`src/bdic_map.svh`:
```
// Offsets, field positions, reset values and pin layout for the bridge driver input control.
// Assumes a 32-bit AXI4-Lite bus with byte addresses and one word per register.
`ifndef BDIC_MAP_SVH
`define BDIC_MAP_SVH
// Register byte offsets.
`define BDIC_CTRL_OFF    4'h0
`define BDIC_DEADT_OFF   4'h4
`define BDIC_STATUS_OFF  4'h8
`define BDIC_ERR_OFF     4'hC
// Control register fields.
`define BDIC_CTRL_CFG    0
`define BDIC_CTRL_V33    1
`define BDIC_CTRL_MONDIS 2
`define BDIC_CTRL_SDOOFF 3
`define BDIC_CTRL_RST    4'h1
`define BDIC_DEADT_RST   8'h10
// Error register fields.
`define BDIC_ERR_VUV     0
`define BDIC_ERR_VOV     1
`define BDIC_ERR_BUV     2
`define BDIC_ERR_SHORT   3
// Pad indices of the shorted-output inputs.
`define BDIC_PAD_FAULT   3
`define BDIC_PAD_SDO     4
// Pin vector reset value: high-side inputs idle high, all else low.
`define BDIC_PIN_RST     20'hE0000
// AXI responses.
`define BDIC_RESP_OKAY   2'h0
`define BDIC_RESP_SLVERR 2'h2
`endif

```
`src/bdic_pkg.sv`:
```
// Types shared by the bridge driver input control.
// Assumes bdic_map.svh for all numeric constants.
package bdic_pkg;
  // Power state of the device.
  typedef enum logic [1:0] {ST_SLEEP, ST_ACTIVE, ST_PWRDN} bdic_state_e;
  // All pin-level inputs, asynchronous to aclk.
  typedef struct packed {
    logic [2:0] high_side_drive_n;  // Active-low high-side drive inputs.
    logic [2:0] low_side_drive;     // Active-high low-side drive inputs.
    logic       stage_enable_clear; // Enable and latched-error clear.
    logic       sleep_request_n;    // Low requests power-down.
    logic       safe_off_n;         // Low forces safe-off.
    logic [2:0] phase_node_cmp;     // Comparator outputs of the phase nodes.
    logic       bootstrap_uv;       // Undervoltage on the bootstrap supply node.
    logic       vcc_uv;             // I/O supply below threshold.
    logic       vcc_ov;             // I/O supply above threshold.
    logic [4:0] pad_short;          // Short detected per digital output pad.
  } bdic_pin_s;
  // Gate drive outputs.
  typedef struct packed {
    logic [2:0] hs_gate; // High-side gate on.
    logic [2:0] ls_gate; // Low-side gate on.
  } bdic_gate_s;
endpackage : bdic_pkg
```
`src/bdic_core.sv`:
```
// Input control of a three-phase gate driver: pin gating, dead time, power states,
// safe-off, supply monitor settings, output pad protection and an AXI4-Lite register file.
// Assumes all pin inputs are asynchronous and all bus signals are on aclk.
`timescale 1ns/1ps
`include "bdic_map.svh"
module bdic_core #(
  parameter int NPH = 3 // Number of half-bridges.
) (
  // Clock and reset.
  input  logic                aclk,
  input  logic                aresetn,
  // Pins from the controller and analog comparators.
  input  bdic_pkg::bdic_pin_s pins,
  // Gate drive.
  output bdic_pkg::bdic_gate_s gates,
  // Digital outputs with enables.
  output logic [2:0]          phase_feedback,
  output logic [2:0]          phase_feedback_oe,
  output logic                fault_n,
  output logic                fault_n_oe,
  output logic                serial_out_oe,
  output logic                supply_en,
  // AXI4-Lite write address.
  input  logic                s_axi_awvalid,
  output logic                s_axi_awready,
  input  logic [3:0]          s_axi_awaddr,
  // AXI4-Lite write data.
  input  logic                s_axi_wvalid,
  output logic                s_axi_wready,
  input  logic [31:0]         s_axi_wdata,
  input  logic [3:0]          s_axi_wstrb,
  // AXI4-Lite write response.
  output logic                s_axi_bvalid,
  input  logic                s_axi_bready,
  output logic [1:0]          s_axi_bresp,
  // AXI4-Lite read address.
  input  logic                s_axi_arvalid,
  output logic                s_axi_arready,
  input  logic [3:0]          s_axi_araddr,
  // AXI4-Lite read data.
  output logic                s_axi_rvalid,
  input  logic                s_axi_rready,
  output logic [31:0]         s_axi_rdata,
  output logic [1:0]          s_axi_rresp
);
  import bdic_pkg::*;

  localparam int PW = $bits(bdic_pin_s);

  // Three-stage pin synchronisers and the filtered pin state.
  logic [PW-1:0] ff1_r, ff2_r, ff3_r, pin_r;
  bdic_pin_s     pin;
  assign pin = bdic_pin_s'(pin_r);

  // A pin change counts only once stages two and three agree; stage one feeds stage two alone.
  // The reset value leaves every drive input at its FET-off level.
  // Held as a full-width constant so that each stage takes exactly its own bit.
  localparam logic [PW-1:0] PIN_RST = `BDIC_PIN_RST;
  genvar gb;
  generate
    for (gb = 0; gb < PW; gb++) begin : g_sync
      always_ff @(posedge aclk) begin
        if (!aresetn) begin
          ff1_r[gb] <= PIN_RST[gb];
          ff2_r[gb] <= PIN_RST[gb];
          ff3_r[gb] <= PIN_RST[gb];
          pin_r[gb] <= PIN_RST[gb];
        end else begin
          ff1_r[gb] <= pins[gb];
          ff2_r[gb] <= ff1_r[gb];
          ff3_r[gb] <= ff2_r[gb];
          if (ff2_r[gb] == ff3_r[gb]) begin
            pin_r[gb] <= ff3_r[gb];
          end
        end
      end
    end
  endgenerate

  // Power state machine.
  bdic_state_e state_r, state_nxt;
  logic        active;
  assign active = (state_r == ST_ACTIVE);

  // Power-down runs until the bootstrap node collapses; waking restarts from defaults.
  always_comb begin
    state_nxt = state_r;
    case (state_r)
      ST_SLEEP:  if (pin.sleep_request_n) state_nxt = ST_ACTIVE;
      ST_ACTIVE: if (!pin.sleep_request_n) state_nxt = ST_PWRDN;
      ST_PWRDN:  if (pin.bootstrap_uv) state_nxt = ST_SLEEP;
      default:   state_nxt = ST_SLEEP;
    endcase
  end

  // Supplies stay up through power-down so the gates can be pulled off actively.
  always_ff @(posedge aclk) begin
    if (!aresetn) begin
      state_r   <= ST_SLEEP;
      supply_en <= 1'b0;
    end else begin
      state_r   <= state_nxt;
      supply_en <= (state_nxt != ST_SLEEP);
    end
  end

  // Enable falling edge detection on the filtered pin.
  logic ena_d_r;
  logic ena_fall;
  assign ena_fall = ena_d_r & ~pin.stage_enable_clear;
  always_ff @(posedge aclk) begin
    if (!aresetn) ena_d_r <= 1'b0;
    else          ena_d_r <= pin.stage_enable_clear;
  end

  // Configuration registers.
  logic [3:0] ctrl_r, ctrl_nxt;
  logic [7:0] deadt_r, deadt_nxt;
  logic       cfg_mode, vcc_3v3, mon_dis, sdo_off;
  assign cfg_mode = ctrl_r[`BDIC_CTRL_CFG];
  assign vcc_3v3  = ctrl_r[`BDIC_CTRL_V33];
  assign mon_dis  = ctrl_r[`BDIC_CTRL_MONDIS];
  assign sdo_off  = ctrl_r[`BDIC_CTRL_SDOOFF];

  // Supply monitor events; vcc_3v3 is only stored, and no output carries it to the comparators.
  logic mon_uv, mon_ov;
  assign mon_uv = pin.vcc_uv & ~mon_dis & active;
  assign mon_ov = pin.vcc_ov & ~mon_dis & active;

  // Pad disconnect state, held until an enable falling edge.
  logic [4:0] disc_r;
  logic [4:0] short_ev;
  assign short_ev = pin.pad_short & {5{supply_en}};
  always_ff @(posedge aclk) begin
    if (!aresetn) disc_r <= 5'h00;
    else          disc_r <= (disc_r & ~{5{ena_fall}}) | short_ev;
  end

  // Latched error: any fault stops the stages until enable falls; a new fault wins.
  logic latched_r;
  logic fault_ev;
  assign fault_ev = mon_uv | mon_ov | (pin.bootstrap_uv & active) | (|short_ev);
  always_ff @(posedge aclk) begin
    if (!aresetn) latched_r <= 1'b0;
    else          latched_r <= (latched_r & ~ena_fall) | fault_ev;
  end

  // Error register: sticky, cleared by readout only, the enable pin has no effect.
  logic [7:0] err_r, err_set;
  logic [7:0] err_clr;
  assign err_set = {short_ev, pin.bootstrap_uv & active, mon_ov, mon_uv};
  always_ff @(posedge aclk) begin
    if (!aresetn) err_r <= 8'h00;
    else          err_r <= (err_r & ~err_clr) | err_set;
  end

  // Stage enable from the main logic path.
  logic main_en;
  assign main_en = active & pin.stage_enable_clear & ~latched_r;

  // Per-phase dead time and cross-conduction lockout; no minimum pulse so 0 to 100 % works.
  logic [NPH-1:0] hs_on_r, ls_on_r;
  genvar gp;
  generate
    for (gp = 0; gp < NPH; gp++) begin : g_phase
      logic [7:0] dt_r;
      logic       want_hs, want_ls, hs_nxt, ls_nxt;
      // Both requested means neither, so a bad input pair never shorts the bridge.
      assign want_hs = ~pin.high_side_drive_n[gp] & ~pin.low_side_drive[gp] & main_en;
      assign want_ls = pin.low_side_drive[gp] & pin.high_side_drive_n[gp] & main_en;
      assign hs_nxt  = want_hs & ~ls_on_r[gp] & (dt_r == 8'h00 | hs_on_r[gp]);
      assign ls_nxt  = want_ls & ~hs_on_r[gp] & (dt_r == 8'h00 | ls_on_r[gp]);
      // Counter reloads on every turn-off and runs down before the other side may turn on.
      always_ff @(posedge aclk) begin
        if (!aresetn) begin
          hs_on_r[gp] <= 1'b0;
          ls_on_r[gp] <= 1'b0;
          dt_r        <= 8'h00;
        end else begin
          hs_on_r[gp] <= hs_nxt;
          ls_on_r[gp] <= ls_nxt;
          if ((hs_on_r[gp] & ~hs_nxt) | (ls_on_r[gp] & ~ls_nxt)) begin
            dt_r <= deadt_r;
          end else if (dt_r != 8'h00) begin
            dt_r <= dt_r - 8'h01;
          end
        end
      end
    end
  endgenerate

  // The safe-off term is applied after the main flip-flops, from its own filtered pin only,
  // so a stuck main path or enable path cannot keep a gate on.
  assign gates.hs_gate = hs_on_r & {NPH{pin.safe_off_n}};
  assign gates.ls_gate = ls_on_r & {NPH{pin.safe_off_n}};

  // Digital outputs: feedback mirrors the phase comparators; shorted pads are released.
  always_ff @(posedge aclk) begin
    if (!aresetn) begin
      phase_feedback    <= 3'h0;
      phase_feedback_oe <= 3'h0;
      fault_n           <= 1'b0;
      fault_n_oe        <= 1'b0;
      serial_out_oe     <= 1'b0;
    end else begin
      phase_feedback    <= pin.phase_node_cmp;
      phase_feedback_oe <= {3{supply_en}} & ~disc_r[2:0];
      fault_n           <= ~(latched_r | (|err_r));
      fault_n_oe        <= supply_en & ~disc_r[`BDIC_PAD_FAULT];
      serial_out_oe     <= supply_en & ~sdo_off & ~disc_r[`BDIC_PAD_SDO];
    end
  end

  // AXI4-Lite write channel: address and data taken in either order, one write at a time.
  logic        aw_have_r, w_have_r;
  logic [3:0]  aw_addr_r;
  logic [31:0] w_data_r;
  logic [3:0]  w_strb_r;
  logic        wr_go, wr_ok;
  assign s_axi_awready = ~aw_have_r & ~s_axi_bvalid;
  assign s_axi_wready  = ~w_have_r & ~s_axi_bvalid;
  assign wr_go = aw_have_r & w_have_r;
  assign wr_ok = (aw_addr_r == `BDIC_CTRL_OFF) | (aw_addr_r == `BDIC_DEADT_OFF);

  always_ff @(posedge aclk) begin
    if (!aresetn) begin
      aw_have_r    <= 1'b0;
      w_have_r     <= 1'b0;
      aw_addr_r    <= 4'h0;
      w_data_r     <= 32'h0000_0000;
      w_strb_r     <= 4'h0;
      s_axi_bvalid <= 1'b0;
      s_axi_bresp  <= `BDIC_RESP_OKAY;
    end else begin
      if (s_axi_awvalid & s_axi_awready) begin
        aw_have_r <= 1'b1;
        aw_addr_r <= s_axi_awaddr & 4'hC;
      end
      if (s_axi_wvalid & s_axi_wready) begin
        w_have_r <= 1'b1;
        w_data_r <= s_axi_wdata;
        w_strb_r <= s_axi_wstrb;
      end
      if (wr_go) begin
        aw_have_r    <= 1'b0;
        w_have_r     <= 1'b0;
        s_axi_bvalid <= 1'b1;
        s_axi_bresp  <= wr_ok ? `BDIC_RESP_OKAY : `BDIC_RESP_SLVERR;
      end else if (s_axi_bready) begin
        s_axi_bvalid <= 1'b0;
      end
    end
  end

  // Configuration write decode; monitor class and disable change only in configuration mode.
  always_comb begin
    ctrl_nxt  = ctrl_r;
    deadt_nxt = deadt_r;
    if (wr_go & w_strb_r[0] & (aw_addr_r == `BDIC_CTRL_OFF)) begin
      ctrl_nxt[`BDIC_CTRL_CFG]    = w_data_r[`BDIC_CTRL_CFG];
      ctrl_nxt[`BDIC_CTRL_SDOOFF] = w_data_r[`BDIC_CTRL_SDOOFF];
      if (cfg_mode) begin
        ctrl_nxt[`BDIC_CTRL_V33]    = w_data_r[`BDIC_CTRL_V33];
        ctrl_nxt[`BDIC_CTRL_MONDIS] = w_data_r[`BDIC_CTRL_MONDIS];
      end
    end
    if (wr_go & w_strb_r[0] & (aw_addr_r == `BDIC_DEADT_OFF)) begin
      deadt_nxt = w_data_r[7:0];
    end
  end

  // Sleep throws the configuration away so the controller must set it up again.
  always_ff @(posedge aclk) begin
    if (!aresetn || state_r == ST_SLEEP) begin
      ctrl_r  <= `BDIC_CTRL_RST;
      deadt_r <= `BDIC_DEADT_RST;
    end else begin
      ctrl_r  <= ctrl_nxt;
      deadt_r <= deadt_nxt;
    end
  end

  // AXI4-Lite read channel: stays alive in safe-off, one read at a time.
  logic        rd_go;
  logic [31:0] rd_word;
  logic        rd_ok;
  logic [3:0]  rd_addr;
  assign s_axi_arready = ~s_axi_rvalid;
  assign rd_go   = s_axi_arvalid & s_axi_arready;
  assign rd_addr = s_axi_araddr & 4'hC;
  assign rd_ok   = 1'b1;
  assign err_clr = (rd_go & (rd_addr == `BDIC_ERR_OFF)) ? err_r : 8'h00;

  // Read mux; the error word is the value cleared in the same cycle.
  always_comb begin
    rd_word = 32'h0000_0000;
    case (rd_addr)
      `BDIC_CTRL_OFF:   rd_word = {28'h0, ctrl_r};
      `BDIC_DEADT_OFF:  rd_word = {24'h0, deadt_r};
      `BDIC_STATUS_OFF: rd_word = {24'h0, state_r, pin.phase_node_cmp, pin.stage_enable_clear,
                                   ~pin.safe_off_n, latched_r};
      `BDIC_ERR_OFF:    rd_word = {24'h0, err_r};
      default:          rd_word = 32'h0000_0000;
    endcase
  end

  // Read data is registered; all four aligned words are mapped.
  always_ff @(posedge aclk) begin
    if (!aresetn) begin
      s_axi_rvalid <= 1'b0;
      s_axi_rdata  <= 32'h0000_0000;
      s_axi_rresp  <= `BDIC_RESP_OKAY;
    end else if (rd_go) begin
      s_axi_rvalid <= 1'b1;
      s_axi_rdata  <= rd_word;
      s_axi_rresp  <= rd_ok ? `BDIC_RESP_OKAY : `BDIC_RESP_SLVERR;
    end else if (s_axi_rready) begin
      s_axi_rvalid <= 1'b0;
    end
  end
endmodule // bdic_core

```
`config.mk`:
```
export PLATFORM = sky130hd
export DESIGN_NAME = bdic_core
export DESIGN_NICKNAME = d
export VERILOG_FILES = /design/src/bdic_pkg.sv /design/src/bdic_core.sv
export VERILOG_INCLUDE_DIRS = /design/src
export SDC_FILE = /design/constraint.sdc
export NUM_CORES = 1
export LEC_CHECK = 0
export ABC_AREA = 1
export BUFFER_PORTS_ARGS = -buffer_cell sky130_fd_sc_hd__clkbuf_2
export CORE_MARGIN = 4
export CORE_UTILIZATION = 59
export CTS_CLUSTER_SIZE = 12
export DETAILED_ROUTE_END_ITERATION = 8
export GPL_ROUTABILITY_DRIVEN = 0
export GPL_TIMING_DRIVEN = 0
export PLACE_DENSITY = 0.92
export RECOVER_POWER = 100
export SYNTH_ARGS = -nofsm -noshare
export SYNTH_HDL_FRONTEND = slang
export SYNTH_SLANG_ARGS = --single-unit
```
`constraint.sdc`:
```
create_clock -name aclk -period 4.1 [get_ports aclk]
set_clock_uncertainty 0.15 [all_clocks]
set_input_delay 0.205 -clock aclk [delete_from_list [all_inputs] [get_ports aclk]]
set_output_delay 0.205 -clock aclk [all_outputs]
set_load 0.03 [all_outputs]
```
==> out/qor.yml <==
ff2ff_path_depth: 9
dp.final_hpwl_um: 10530
cp-start-kind: "input pin"
layout_min_cycle_time_ps: 2386
clk_latency_ps: 420
relSlewSlack_pct: 52.59
dieArea_um2: 13150
place_area_um2: 7325
tightestPinTransition_ps: 711.1
hold_violations: 0
grt_overflow: 0
grt_pass1_wl_um: 27390
slowest_stage: "dlygate4sd3_1"
cts_buffers: 17
first_pass_iters: 8
syn_inst: 840
drv_cap: 0
path_delay_family: "buffers and inverters"
synth_area_per_cell_um2: 7.990
cp_num_buf_inv: 4
core_area_um2: 10980
yosysTopAreaCell: "dfxtp_1"
ir_drop_mv: 0.4826
path_max_fanout: 10
period_share_pct: 58.18
rows: 38
cts_tree: "built"
setup_viol: 0
start_util_pct: 61.11
synth_common_cells: "nand2_1, dfxtp_1, inv_1, nor2_1, a21oi_1"
antenna_cells: 0
leakage_nw: 3.973
path_depth: 7
yosysTopAreaCellShare_pct: 51.60
synth_edf_count: 0
io_buffers: 68
crit_arrival_ps: 2590
grt_pass1_vias: 6004
status: "finished clean"
critical_path.max_stage_delay_ps: 530
antenna_found_initial: 1
viasPerCell: 5.275
synth.area.top_cells: "dfxtp_1, nand2_1, inv_1"
min_path_cells: 3
yosysMostFrequentCell: "nand2_1"
async_flop_share_pct: 0
worstPathCellList: "dlygate4sd3_1 -> clkbuf_1 -> inv_1 -> a21oi_1 -> clkbuf_1 -> o21ai_0 -> a21oi_1"
num_vias: 6019
design_area_um2: 8214
clockBufferDepth: 2
fmax_mhz: 419.2
wl_um: 16880
grt_start_max_net_pins: 17
cts_resized: 0
reg2reg_setup_slack_ps: 1790
fin_nets: 1065
ys_seq_elements: 173
grt_use_total_pct: 26.53
yosys_warnings: 0
rsz0062_at_grt: "false"
htreeDepth: 4
power_density_nw_per_um2: 591.3
synth.distinct_cells: 42
syn_to_final_growth_pct: 22.39
pin_count: 128
die-width_um: 114.7
antenna_left: 0
cp_data_required_time_ps: 4310
critPathKind: "in -> reg"
die_y_um: 114.7
post_drt_wl_per_cell_um: 14.79
drive_gt1_share_pct: 13.09
cts_root_buffer: "clkbuf_16"
hold_class: "in -> reg"
initialDrtViolationCount: 585
tns_ps: 0
critPathCaptureType: "flop"
finalHoldWorstSlack_ps: 49.43
synth_flop_cell: "dfxtp_1"
maxSlewViolCount: 0
cts_sinks: 173
clk_pin_slew_ps: 70
post-route-drc-count: 0
seq_area_frac_synth_pct: 51.60
synth_area_um2: 6711
## logic make-up (layout without fill, tap and decap cells)
group | after synthesis | in the layout | synth area share, %
AOI/OAI and AO/OA | 137 | 137 | 11.61
xor gates and xnor gates | 20 | 20 | 2.610
adders and majority gates | 7 | 7 | 1.268
buffers and inverters | 163 | 298 | 10.98
DFF | 173 | 173 | 51.60
other | 1 | 27 | 0.05587
and+or+nand+nor | 339 | 339 | 21.87
## cell usage in the layout, fill, tap and decap left out, types with 2 or more instances in the layout
| cell | Yosys | final |
|---|---|---|
| bufinv_16 | 0 | 4 |
| nand3_1 | 22 | 22 |
| o21ai_0 | 48 | 48 |
| nand3_2 | 2 | 2 |
| a21oi_2 | 11 | 9 |
| inv_6 | 0 | 4 |
| nor4_1 | 2 | 2 |
| inv_8 | 0 | 2 |
| a21oi_1 | 57 | 59 |
| nor3_1 | 8 | 8 |
| xor2_1 | 14 | 14 |
| buf_4 | 27 | 27 |
| clkbuf_16 | 0 | 17 |
| dfxtp_1 | 173 | 173 |
| ha_1 | 6 | 6 |
| o22ai_1 | 5 | 5 |
| a31oi_1 | 2 | 2 |
| nor2_1 | 87 | 90 |
| clkinv_4 | 1 | 3 |
| nand2_2 | 7 | 6 |
| inv_1 | 109 | 111 |
| conb_1 | 1 | 27 |
| or2_2 | 9 | 9 |
| dlygate4sd3_1 | 0 | 35 |
| a41oi_1 | 5 | 5 |
| xnor2_1 | 6 | 6 |
| clkbuf_2 | 0 | 38 |
| nand4_1 | 3 | 3 |
| nand2_1 | 186 | 190 |
| nor2_4 | 5 | 2 |
| inv_2 | 4 | 2 |
| o21bai_1 | 4 | 4 |
| clkbuf_1 | 11 | 51 |
## per-layer routing
layer | vias up | global-route usage, % | part of all wire [%]
li1 | 2872 | - | -
met1 | 2774 | 29.20 | 38
met2 | 293 | 46.33 | 51
met3 | 78 | 7.030 | 7.0
met4 | 2 | 14.41 | 4.4
met5 | - | 0 | 0.041
## tightest hold or removal path, cell delays in order
cell      delay (ps)
clkbuf_2         150
nand3_1          110
a41oi_1          110
## worst paths after layout
check / end / from
worst min register to register: ff2_r[15] / ff1_r[15]
worst max register to register: g_phase[0].dt_r[4] / state_r[1]
worst max-delay path: ctrl_r[3] / aresetn
worst min-delay path: s_axi_rdata[4] / s_axi_araddr[3]
## area by class of cell
cell class                 instances  area, um2
buffer                            48      289.0
clock buffer                      19      442.9
clock inverter                    13      200.2
fill                             751       2769
inverter                         115      436.7
multi-input combinational        530       2554
sequential                       173       3463
tap                              140      175.2
timing repair buffer             103      653.1
## flip-flops by register name, indices dropped and copies added, names as in the netlist, 4 cells and up
register      count
g_phase.dt_r     24
ff3_r            20
ff1_r            20
deadt_r           8
ctrl_r            4
w_data_r          8
disc_r            5
s_axi_rdata       8
err_r             8
pin              20
ff2_r            20
## timing repair
item,CTS,global route
hold buffers,35,0
setup buffers,0,0
endpoints found under the hold margin,34,0
## metrics by stage
step | power, mW | util, % | setup slack (ps) | std cells
2_1_floorplan | 2.883 | - | 2401 | 866
3_3_place_gp | 3.046 | 66.69 | 2423 | 1074
3_5_place_dp | 3.093 | 66.69 | 2397 | 1074
4_1_cts | 4.875 | 75.73 | 2163 | 1141
5_1_grt | 5.105 | 74.79 | 1560 | 1141
6_report | 4.857 | 74.79 | 1714 | 1141
## power by group
| group | total [mW] | switching (mW) | internal [mW] |
|---|---|---|---|
| Combinational | 1.17 | 0.717 | 0.454 |
| Sequential | 1.94 | 0.108 | 1.84 |
| Clock | 1.74 | 0.688 | 1.05 |
| Total | 4.86 | 1.51 | 3.34 |
Note: power is estimated with default switching activity, not from simulation.
